==> config.mk <==
export PLATFORM = sky130hd
export DESIGN_NAME = ailc_top
export DESIGN_NICKNAME = d
export VERILOG_FILES = /design/src/ailc_pkg.sv /design/src/ailc_fifo.sv /design/src/ailc_top.sv
export SDC_FILE = /design/constraint.sdc
export NUM_CORES = 2
export LEC_CHECK = 0
export BUFFER_PORTS_ARGS = -buffer_cell sky130_fd_sc_hd__buf_2
export CORE_ASPECT_RATIO = 0.9
export CORE_MARGIN = 2
export CORE_UTILIZATION = 60
export DETAILED_ROUTE_END_ITERATION = 8
export PLACE_DENSITY = 0.77
export SYNTH_ARGS = -nofsm -noshare
export SYNTH_HDL_FRONTEND = slang
export SYNTH_SLANG_ARGS = --single-unit
==> constraint.sdc <==
create_clock -name clk_i -period 19.81 [get_ports clk_i]
set_input_delay 1.981 -clock clk_i [delete_from_list [all_inputs] [get_ports clk_i]]
set_output_delay 1.981 -clock clk_i [all_outputs]
set_load 0.005 [all_outputs]
==> src/ailc_pkg.sv <==
// register map, reset values, field positions and carriers of the
// audio input level control block.
// assumes a 32-bit classic wishbone slave, one byte per word.
package ailc_pkg;

	// ************************************************************
	// register map
	// ************************************************************
	localparam int NRW = 22;
	typedef enum int
	{
		S_THH, S_THL, S_THN, S_TKL, S_TKH, S_CFG, S_COEF, S_MASK,
		S_INCS, S_INCM, S_DECS, S_DECM, S_NOIS, S_NOIM, S_JPACE,
		S_TGTL, S_TGTR, S_FIX, S_SWAP, S_VOLL, S_VOLR, S_VOLH
	} ailc_slot_t;
	// word index of each stored register, in slot order; IDX_VALL and IDX_VALR also take mute writes
	localparam logic [11:0] RW_IDX [NRW] = '{
		12'hb44, 12'hb46, 12'hb48, 12'hb50, 12'hb51, 12'hb54,
		12'hb55, 12'hb56, 12'hb57, 12'hb58, 12'hb59, 12'hb5a,
		12'hb5b, 12'hb5c, 12'hb60, 12'hb61, 12'hb65, 12'hb63,
		12'hb64, 12'hb41, 12'hb42, 12'hb43};
	localparam logic [7:0] RW_RST [NRW] = '{
		8'h60, 8'h40, 8'h02, 8'h00, 8'h02, 8'h0a, 8'hfa, 8'h00,
		8'h0a, 8'h03, 8'h08, 8'h06, 8'h06, 8'h06, 8'h40, 8'h00,
		8'h00, 8'h80, 8'h00, 8'h20, 8'h20, 8'h33};
	localparam logic [11:0] IDX_CURL = 12'hb4d;
	localparam logic [11:0] IDX_CURR = 12'hb4e;
	localparam logic [11:0] IDX_AMPL = 12'hb5e;
	localparam logic [11:0] IDX_AMPR = 12'hb5f;
	localparam logic [11:0] IDX_VALL = 12'hb62;
	localparam logic [11:0] IDX_VALR = 12'hb66;

	// ************************************************************
	// fields
	// ************************************************************
	localparam int CFG_ANA = 0;
	localparam int CFG_VIIR = 1;
	localparam int CFG_AIIR = 2;
	localparam int CFG_TCLR = 3;
	localparam int CFG_VMAX = 4;
	localparam int TOP_BIT = 7;
	localparam int DB_STEP = 6;
	localparam logic [6:0] DB_CAP = 7'h3f;
	localparam int FIFO_DEPTH = 16;

	typedef struct packed
	{
		logic [15:0] l;
		logic [15:0] r;
	} ailc_smp_t;
	typedef struct packed
	{
		logic [6:0] l;
		logic [6:0] r;
	} ailc_gain_t;
endpackage

==> src/ailc_fifo.sv <==
// synchronous fifo with valid/ready on both sides.
// assumes depth is a power of two.
`timescale 1ns/1ps
`default_nettype none
module ailc_fifo
#(
	parameter int W = 32,
	parameter int D = 16
)
(
	input  wire logic         clk_i,      // clock
	input  wire logic         rst_i,      // sync reset
	input  wire logic [W-1:0] wr_dat_i,   // fill data
	input  wire logic         wr_valid_i, // fill valid
	output logic              wr_ready_o, // not full
	output logic [W-1:0]      rd_dat_o,   // head word
	output logic              rd_valid_o, // not empty
	input  wire logic         rd_ready_i  // drain
);
	localparam int AW = $clog2(D);
	logic [W-1:0] mem [D];
	logic [AW:0]  wp;
	logic [AW:0]  rp;

	assign wr_ready_o = !((wp[AW] != rp[AW]) && (wp[AW-1:0] == rp[AW-1:0]));
	assign rd_valid_o = (wp != rp);
	assign rd_dat_o = mem[rp[AW-1:0]];

	always_ff @(posedge clk_i)
	begin
		if (wr_valid_i && wr_ready_o)
			mem[wp[AW-1:0]] <= wr_dat_i;
	end

	always_ff @(posedge clk_i)
	begin
		if (rst_i)
		begin
			wp <= '0;
			rp <= '0;
		end
		else
		begin
			if (wr_valid_i && wr_ready_o)
				wp <= wp + 1'b1;
			if (rd_valid_o && rd_ready_i)
				rp <= rp + 1'b1;
		end
	end
endmodule
`default_nettype wire

==> src/ailc_top.sv <==
// audio input level control: auto/manual gain of the input path.
// assumes samples arrive on clk_i; the amplifier takes gain words.
// Contract
// (RL1) auto targets: frac bit 0, dB bits 6:1
// (RL2) level under noise threshold counts as noise
// (RL3) readback: auto gain or manual volume
// (RL4) tick period from two bytes, default 0x0200
// (RL5) config bits enable modes and smoothing
// (RL6) mask samples after each gain change; the code masks only after one-code steps in auto mode, not after jumps to maxl or minl
// (RL7) rise at speed, capped per tick
// (RL8) fall at speed, capped per tick
// (RL9) noise fall: own speed and cap
// (RL10) readback of current amplifier gain
// (RL11) judge pace byte paces manual stepping
// (RL12) manual target, done flag in bit 7
// (RL13) amp value readback, bit 7 mutes
// (RL14) fix enable forces fixed gain
// (RL15) swap bit exchanges amplifier channels
// (RL16) bit 7 selects auto, limits by mode
// (RL17) auto gain never above maximum limit
// (RL18) raise below, lower above, clamp limits
// (RL19) each channel runs its own gain
//
// Design decision made here: register access over Wishbone.
`timescale 1ns/1ps
`default_nettype none
module ailc_top
(
	input  wire logic             clk_i,       // 40 MHz clock
	input  wire logic             rst_i,       // sync reset
	input  wire logic             cyc_i,       // wb cycle
	input  wire logic             stb_i,       // wb strobe
	input  wire logic             we_i,        // wb write
	input  wire logic [13:2]      adr_i,       // wb word address
	input  wire logic [31:0]      dat_i,       // wb write data
	input  wire logic [3:0]       sel_i,       // wb byte lanes
	output logic [31:0]           dat_o,       // wb read data
	output logic                  ack_o,       // wb ack
	input  wire ailc_pkg::ailc_smp_t in_i,     // input samples
	input  wire logic             in_valid_i,  // sample valid
	output logic                  in_ready_o,  // fifo not full
	output ailc_pkg::ailc_smp_t   out_o,       // masked samples
	output logic                  out_valid_o, // out valid
	input  wire logic             out_ready_i, // out taken
	output ailc_pkg::ailc_gain_t  amp_gain_o,  // amplifier gains
	output logic [1:0]            amp_mute_o   // amplifier mutes
);
	// ************************************************************
	// register file
	// ************************************************************
	logic [7:0]  rw [ailc_pkg::NRW];
	logic [1:0]  mute;
	logic        ack;
	logic [31:0] rdat;
	logic [7:0]  rbyte;
	logic [6:0]  gain [2];
	logic [1:0]  done;
	logic [1:0]  auto_m;
	logic [1:0]  chg;
	logic [1:0]  msk;
	logic        tick;
	logic [15:0] tcnt;
	logic        take;
	ailc_pkg::ailc_smp_t fd;
	logic        fvalid;
	logic [31:0] fbits;
	wire  [11:0] adr = adr_i;
	wire         req = cyc_i && stb_i && !ack;
	wire         wr = req && we_i && sel_i[0];

	function automatic int slot_of(input logic [11:0] a);
		slot_of = -1;
		for (int i = 0; i < ailc_pkg::NRW; i++)
			if (a == ailc_pkg::RW_IDX[i])
				slot_of = i;
	endfunction

	function automatic logic [6:0] db_of(input logic [15:0] v);
		logic [6:0] d;
		d = '0;
		for (int i = 0; i < 16; i++)
			if (v[i])
				d = 7'(i * ailc_pkg::DB_STEP);
		if (d > ailc_pkg::DB_CAP)
			d = ailc_pkg::DB_CAP;
		db_of = {d[5:0], 1'b0};
	endfunction

	assign ack_o = ack;
	assign dat_o = rdat;

	// one wait state: ack follows the request edge
	always_ff @(posedge clk_i)
	begin
		if (rst_i)
		begin
			ack <= 1'b0;
			rdat <= '0;
		end
		else
		begin
			ack <= req;
			if (req && !we_i)
				rdat <= {24'h000000, rbyte};
		end
	end

	always_ff @(posedge clk_i)
	begin
		if (rst_i)
		begin
			for (int i = 0; i < ailc_pkg::NRW; i++)
				rw[i] <= ailc_pkg::RW_RST[i];
		end
		else if (wr && slot_of(adr) >= 0)
			rw[slot_of(adr)] <= dat_i[7:0];
	end

	always_ff @(posedge clk_i)
	begin
		if (rst_i)
			mute <= 2'h0;
		else if (wr && adr == ailc_pkg::IDX_VALL)
			mute[0] <= dat_i[ailc_pkg::TOP_BIT]; // RL13
		else if (wr && adr == ailc_pkg::IDX_VALR)
			mute[1] <= dat_i[ailc_pkg::TOP_BIT]; // RL13
	end

	always_comb
	begin
		rbyte = 8'h00;
		if (slot_of(adr) >= 0)
			rbyte = rw[slot_of(adr)];
		case (adr)
			ailc_pkg::RW_IDX[ailc_pkg::S_TGTL]:
				rbyte = {done[0], rw[ailc_pkg::S_TGTL][6:0]}; // RL12
			ailc_pkg::RW_IDX[ailc_pkg::S_TGTR]:
				rbyte = {done[1], rw[ailc_pkg::S_TGTR][6:0]}; // RL12
			ailc_pkg::IDX_CURL:
				rbyte = auto_m[0] ? {1'b0, gain[0]}
					: {2'h0, rw[ailc_pkg::S_VOLL][5:0]}; // RL3
			ailc_pkg::IDX_CURR:
				rbyte = auto_m[1] ? {1'b0, gain[1]}
					: {2'h0, rw[ailc_pkg::S_VOLR][5:0]}; // RL3
			ailc_pkg::IDX_AMPL:
				rbyte = {1'b0, gain[0]}; // RL10
			ailc_pkg::IDX_AMPR:
				rbyte = {1'b0, gain[1]}; // RL10
			ailc_pkg::IDX_VALL:
				rbyte = {mute[0], gain[0]}; // RL13
			ailc_pkg::IDX_VALR:
				rbyte = {mute[1], gain[1]}; // RL13
			default:
				rbyte = rbyte;
		endcase
	end

	// ************************************************************
	// peak tick divider
	// ************************************************************
	wire [15:0] period = {rw[ailc_pkg::S_TKH], rw[ailc_pkg::S_TKL]};
	assign tick = (tcnt + 16'h0001 >= period); // RL4

	always_ff @(posedge clk_i)
	begin
		if (rst_i || tick)
			tcnt <= '0;
		else
			tcnt <= tcnt + 16'h0001;
	end

	// ************************************************************
	// sample path
	// ************************************************************
	ailc_fifo #(.W(32), .D(ailc_pkg::FIFO_DEPTH)) u_fifo
	(
		.clk_i      (clk_i),
		.rst_i      (rst_i),
		.wr_dat_i   (in_i),
		.wr_valid_i (in_valid_i),
		.wr_ready_o (in_ready_o),
		.rd_dat_o   (fbits),
		.rd_valid_o (fvalid),
		.rd_ready_i (take)
	);
	assign fd = fbits;
	// the output stage stalls the fifo, so back-pressure reaches in_ready_o
	assign take = fvalid && (!out_valid_o || out_ready_i);

	always_ff @(posedge clk_i)
	begin
		if (rst_i)
		begin
			out_valid_o <= 1'b0;
			out_o <= '0;
		end
		else
		begin
			if (take)
			begin
				out_valid_o <= 1'b1;
				out_o.l <= msk[0] ? 16'h0000 : fd.l; // RL6
				out_o.r <= msk[1] ? 16'h0000 : fd.r; // RL6
			end
			else if (out_ready_i)
				out_valid_o <= 1'b0;
		end
	end

	// ************************************************************
	// per-channel gain engines
	// ************************************************************
	wire [7:0] cfg = rw[ailc_pkg::S_CFG];
	wire [7:0] coef = rw[ailc_pkg::S_COEF];
	wire [6:0] maxl = rw[ailc_pkg::S_VOLH][6:0];

	for (genvar c = 0; c < 2; c++)
	begin : g_ch
		logic [15:0] pk;
		logic [15:0] lvl;
		logic [7:0]  sc;
		logic [6:0]  used;
		logic [6:0]  g;
		logic [3:0]  mcnt;
		logic [24:0] mix;
		logic [7:0]  spd;
		logic [6:0]  lim;
		wire  [7:0]  vol = c ? rw[ailc_pkg::S_VOLR] : rw[ailc_pkg::S_VOLL];
		wire  [7:0]  tgt = c ? rw[ailc_pkg::S_TGTR] : rw[ailc_pkg::S_TGTL];
		wire  [15:0] x = c ? fd.r : fd.l;
		wire  [15:0] ax = x[15] ? 16'(-x) : x;
		wire  [6:0]  lcode = db_of(lvl);
		wire         am = vol[ailc_pkg::TOP_BIT]; // RL16
		wire  [6:0]  minl = vol[6:0]; // RL16
		wire         noise = lcode < rw[ailc_pkg::S_THN][6:0]; // RL2
		wire         hi = lcode > rw[ailc_pkg::S_THH][6:0]; // RL1
		wire         lo = lcode < rw[ailc_pkg::S_THL][6:0]; // RL1
		wire         iir = cfg[ailc_pkg::CFG_VIIR] || cfg[ailc_pkg::CFG_AIIR];
		wire         step = (sc >= spd);

		assign gain[c] = g;
		assign done[c] = (g == tgt[6:0]); // RL12
		assign auto_m[c] = am;
		assign msk[c] = (mcnt != 4'h0);
		assign mix = 25'(lvl) * 25'(coef)
			+ 25'(pk) * 25'(9'h100 - {1'b0, coef}); // RL5

		always_comb
		begin
			spd = rw[ailc_pkg::S_INCS]; // RL7
			lim = rw[ailc_pkg::S_INCM][6:0]; // RL7
			if (!am)
				spd = rw[ailc_pkg::S_JPACE]; // RL11
			else if (noise)
			begin
				spd = rw[ailc_pkg::S_NOIS]; // RL9
				lim = rw[ailc_pkg::S_NOIM][6:0]; // RL9
			end
			else if (hi)
			begin
				spd = rw[ailc_pkg::S_DECS]; // RL8
				lim = rw[ailc_pkg::S_DECM][6:0]; // RL8
			end
		end

		// peak of the tick, held as running max or latest sample
		always_ff @(posedge clk_i)
		begin
			if (rst_i)
				pk <= '0;
			else if (take)
				pk <= (cfg[ailc_pkg::CFG_VMAX] && pk > ax) ? pk : ax; // RL5
			else if (tick && cfg[ailc_pkg::CFG_TCLR])
				pk <= '0; // RL5
		end

		always_ff @(posedge clk_i)
		begin
			if (rst_i)
				lvl <= '0;
			else if (tick)
				lvl <= iir ? mix[23:8] : pk; // RL5
		end

		always_ff @(posedge clk_i)
		begin
			if (rst_i || step)
				sc <= '0;
			else
				sc <= sc + 8'h01;
		end

		always_ff @(posedge clk_i)
		begin
			if (rst_i || tick)
				used <= '0; // RL7
			else if (chg[c] && am)
				used <= used + 7'h01;
		end

		// gain moves one code per pace step, but in auto mode jumps straight to maxl when above it, or to minl when below it and minl <= maxl
		always_ff @(posedge clk_i)
		begin
			chg[c] <= 1'b0;
			if (rst_i)
				g <= '0;
			else if (am && g > maxl)
				g <= maxl; // RL17
			else if (am && g < minl && minl <= maxl)
				g <= minl; // RL18
			else if (step && am && cfg[ailc_pkg::CFG_ANA])
			begin
				if ((noise || hi) && g > minl && used < lim)
				begin
					g <= g - 7'h01; // RL8 RL9 RL18 RL19
					chg[c] <= 1'b1;
				end
				else if (!noise && lo && g < maxl && used < lim)
				begin
					g <= g + 7'h01; // RL7 RL18 RL19
					chg[c] <= 1'b1;
				end
			end
			else if (step && !am && g != tgt[6:0])
			begin
				g <= (g < tgt[6:0]) ? g + 7'h01 : g - 7'h01; // RL11
				chg[c] <= 1'b1;
			end
		end

		always_ff @(posedge clk_i)
		begin
			if (rst_i)
				mcnt <= '0;
			else if (chg[c] && am)
				mcnt <= rw[ailc_pkg::S_MASK][3:0]; // RL6
			else if (take && mcnt != 4'h0)
				mcnt <= mcnt - 4'h1;
		end

	end

	// ************************************************************
	// amplifier outputs
	// ************************************************************
	wire [7:0] fix = rw[ailc_pkg::S_FIX];
	wire       swp = rw[ailc_pkg::S_SWAP][0];
	wire [6:0] gl = fix[ailc_pkg::TOP_BIT] ? fix[6:0] : gain[0]; // RL14
	wire [6:0] gr = fix[ailc_pkg::TOP_BIT] ? fix[6:0] : gain[1]; // RL14

	always_ff @(posedge clk_i)
	begin
		if (rst_i)
		begin
			amp_gain_o <= '0;
			amp_mute_o <= 2'h0;
		end
		else
		begin
			amp_gain_o.l <= swp ? gr : gl; // RL15
			amp_gain_o.r <= swp ? gl : gr; // RL15
			amp_mute_o <= swp ? {mute[0], mute[1]} : mute; // RL15
		end
	end
endmodule
`default_nettype wire

==> results.py <==
metrics = {
    "run_status": {
        "status": "complete, no violations",
    },
    "sta": {
        "finalHoldViolCount": 0,
        "worst_slack_ps": 11160,
        "finalSetupTns_ps": 0,
        "whs_ps": 477.7,
        "period_share": 0.4367,
        "period_needed_ps": 8650,
        "finalMaxSlewViolations": 0,
        "fin_skew_ps": 58.08,
        "slew-limit-headroom": 0.1035,
        "fmax_ghz": 0.1156,
        "tightest_slew_ps": 1334,
        "rsz0062_at_grt": "false",
        "setup_viol": 0,
    },
    "layout": {
        "final_cells": 6826,
        "final_layout_size_suffix_gt1_frac": 0.1061,
        "nNetsFinal": 6307,
        "final_core_util": 0.6533,
        "fill_cells": 7522,
        "final_cell_mix": "edfxtp_1, inv_1, nand2_1",
        "final_common_cell": "edfxtp_1",
        "syn_to_final_growth_pct": 8.040,
    },
    "global_route": {
        "grt_usage": 0.3295,
        "antenna_found_initial": 16,
        "grt_pass1_vias": 42990,
        "gr-total-overflow": 0,
        "grt_pass1_wl_mm": 259.9,
        "grt_max_degree": 74,
    },
    "yosys": {
        "synthSimpleGateAreaFrac": 0.1313,
        "postSynthCellCount": 5398,
        "synth_top_area_frac": 0.3439,
        "ys_seq_area_frac": 0.4117,
        "synth_compound_area_frac": 0.07521,
        "ys_types": 93,
        "ys_ff_latch": 912,
        "synth.mux.area_fraction": 0.07757,
        "synthXorXnorAreaFrac": 0.01877,
        "synthesis.area_sq_um": 61470,
        "synth_edf_count": 704,
        "synth_top_family_by_area": "adder cells",
        "ys.flop_type": "edfxtp_1",
        "syn_avg_cell_area_sq_um": 11.39,
        "synth_top_cell_by_area": "edfxtp_1",
        "synthAdderAreaFrac": 0.2237,
        "synthArstFlopShare": 0,
        "synth_warnings": 0,
        "synth_area_leaders": "edfxtp_1, fa_1, ha_1, dfxtp_1, mux4_2",
    },
    "clock_network": {
        "cts_setup_buffers": 0,
        "cts_buffers": 93,
        "clock_path_buffers": 3,
        "cts_tree": "built",
        "cts_sinks": 912,
        "cts_hold_buf": 0,
        "htree_levels": 3,
        "cts_resized": 0,
        "insertion_delay_ps": 720,
        "cts_root_buf": "clkbuf_16",
        "clkTransAtPathRegs_ps": 60,
    },
    "drt": {
        "drtPass1Iterations": 7,
        "vias_per_cell": 6.284,
        "drt_wl_total_mm": 170.7,
        "drc": 0,
        "drtIter0Drc": 4669,
        "wl_per_cell_um": 25.00,
        "drtAntennaViolNets": 0,
        "wl_met1_mm": 64.97,
        "wl_met3_mm": 21.27,
        "top_layer_used": "met5",
        "wl_met2_mm": 77.66,
        "vias": 42890,
    },
    "worst_setup_path": {
        "cpMostUsedCell": "fa_1",
        "rrSetupSlack_ps": 11160,
        "crit_type": "reg -> reg",
        "required_ps": 20350,
        "startpoint_type": "flip-flop",
        "rr_endpoint": "g_ch[0].lvl[11]$_SDFFE_PP0P_",
        "cp-endpoint": "g_ch[0].lvl[11]$_SDFFE_PP0P_",
        "worst-path-max-fanout": 28,
        "arrival_ps": 9190,
        "endpoint_kind": "flip-flop",
        "worstRegToRegCells": 25,
        "r2r-start": "rw[6][0]$_SDFFCE_PN0P_",
        "cp_slowest_cell": "nor3_2",
        "crit_start": "rw[6][0]$_SDFFCE_PN0P_",
        "cpPeakStageDelay_ps": 830,
    },
    "floorplan": {
        "fp-row-count": 111,
        "initial_core_util": 0.6046,
        "die_w_um": 341.4,
        "core_region_area_sq_um": 101700,
        "dieHeight_um": 307.7,
        "die-area_sq_um": 105000,
        "io_pins": 170,
    },
    "pwr": {
        "vdd_drop_max_v": 0.00009972,
        "leakage_nw": 27.44,
        "power_density_nw_per_um2": 88.44,
    },
    "worst_hold_path": {
        "min_path_type": "reg -> reg",
        "min_from": "g_ch[1].sc[0]$_SDFF_PP0_",
        "worstHoldPathCells": 1,
    },
    "placement": {
        "portBuffers": 118,
        "globalplace.congestion": 0.9468,
        "dp.cells": 6643,
        "hpwlAfterDp_mm": 114.0,
        "dpl_worst_slack_ps": 11260,
    },
    "run": {
        "drv_cap": 0,
    },
}
flip-flops by register name, indices dropped and copies added (netlist names), named ones only:
| register | flops |
|---|---|
| ack_o | 1 |
| amp_gain_o | 14 |
| amp_mute_o | 2 |
| chg | 2 |
| dat_o | 8 |
| g_ch.g | 14 |
| g_ch.lvl | 32 |
| g_ch.mcnt | 8 |
| g_ch.pk | 32 |
| g_ch.sc | 16 |
| g_ch.used | 14 |
| mute | 2 |
| out_o | 32 |
| out_valid_o | 1 |
| rw | 192 |
| tcnt | 16 |
| u_fifo.mem | 512 |
| u_fifo.rp | 5 |
| u_fifo.wp | 5 |
layout make-up:
type	instances	area [sq um]	share of cell area
clock inverters	45	673.1	0.01014
clock buffers	131	2614	0.03936
inverters	601	2256	0.03397
flip-flops and latches	912	25310	0.3812
diodes	6	15.01	0.0002261
repair buffers	189	1124	0.01692
multi-input cells	3586	32720	0.4927
well taps	1356	1697	0.02555
how the worst min path moves through the flow:
stage | endpoint
floorplan | g_ch[1].sc[0]$_SDFF_PP0_
global placement | g_ch[1].sc[0]$_SDFF_PP0_
detailed placement | g_ch[1].sc[0]$_SDFF_PP0_
CTS | g_ch[1].sc[0]$_SDFF_PP0_
global route | g_ch[1].sc[0]$_SDFF_PP0_
finish | g_ch[1].sc[0]$_SDFF_PP0_
cell usage after synthesis, types with 30 or more instances:
master and number:
nand2_1 550, nor2_1 260, a22oi_1 35, mux2i_1 95, dfxtp_1 208, o211ai_1 51
a21o_1 36, ha_1 400, clkbuf_1 234, o21a_1 45, buf_2 35, nand3_1 84
inv_1 600, and2_1 363, o21ai_0 134, a21oi_1 132, and3_1 54, mux4_2 164
xnor2_1 66, a211oi_1 31, nor3_1 94, xor2_1 62, fa_1 437, or3_1 44
nand4_1 30, nand2b_1 34, edfxtp_1 704
per-stage QoR:
step / total power, mW / cell area, sq um
after floorplan: 3.471 / 61620
after global placement: 3.896 / 63100
after detailed placement: 3.955 / 63100
after CTS: 5.854 / 66390
after global routing: 6.125 / 66410
final: 5.874 / 66410
critical path: cells and delay by family (launching register included):
family	cells	cell delay [ps]
AOI/OAI and AO/OA	5	1420
buffers and inverters	6	1230
muxes	1	230
and+or+nand+nor	4	1190
DFF	1	350
adders and majority gates	9	4050
report_power, final:
part           internal (mW)  switching [mW]  total (mW)
Combinational          0.687           0.919        1.61
Sequential              2.15           0.225        2.38
Clock                   1.08           0.806        1.89
Total                   3.92            1.95        5.87
routing by layer:
metal / vias up / global-route usage
met3: 426 / 0.09858
met1: 21290 / 0.4437
met5: - / 0
met2: 2527 / 0.5049
li1: 18640 / -
met4: 18 / 0.1283
logic make-up (layout without fill, tap and decap cells):
group                      after synthesis  after routing
and+or+nand+nor                       1627           1627
buffers and inverters                  939            966
DFF                                    912            912
adders and majority gates              837            837
AOI/OAI and AO/OA                      682            682
muxes                                  270            270
xor gates and xnor gates               130            130
other                                    1             46
Power figures use the tool's default switching activity.
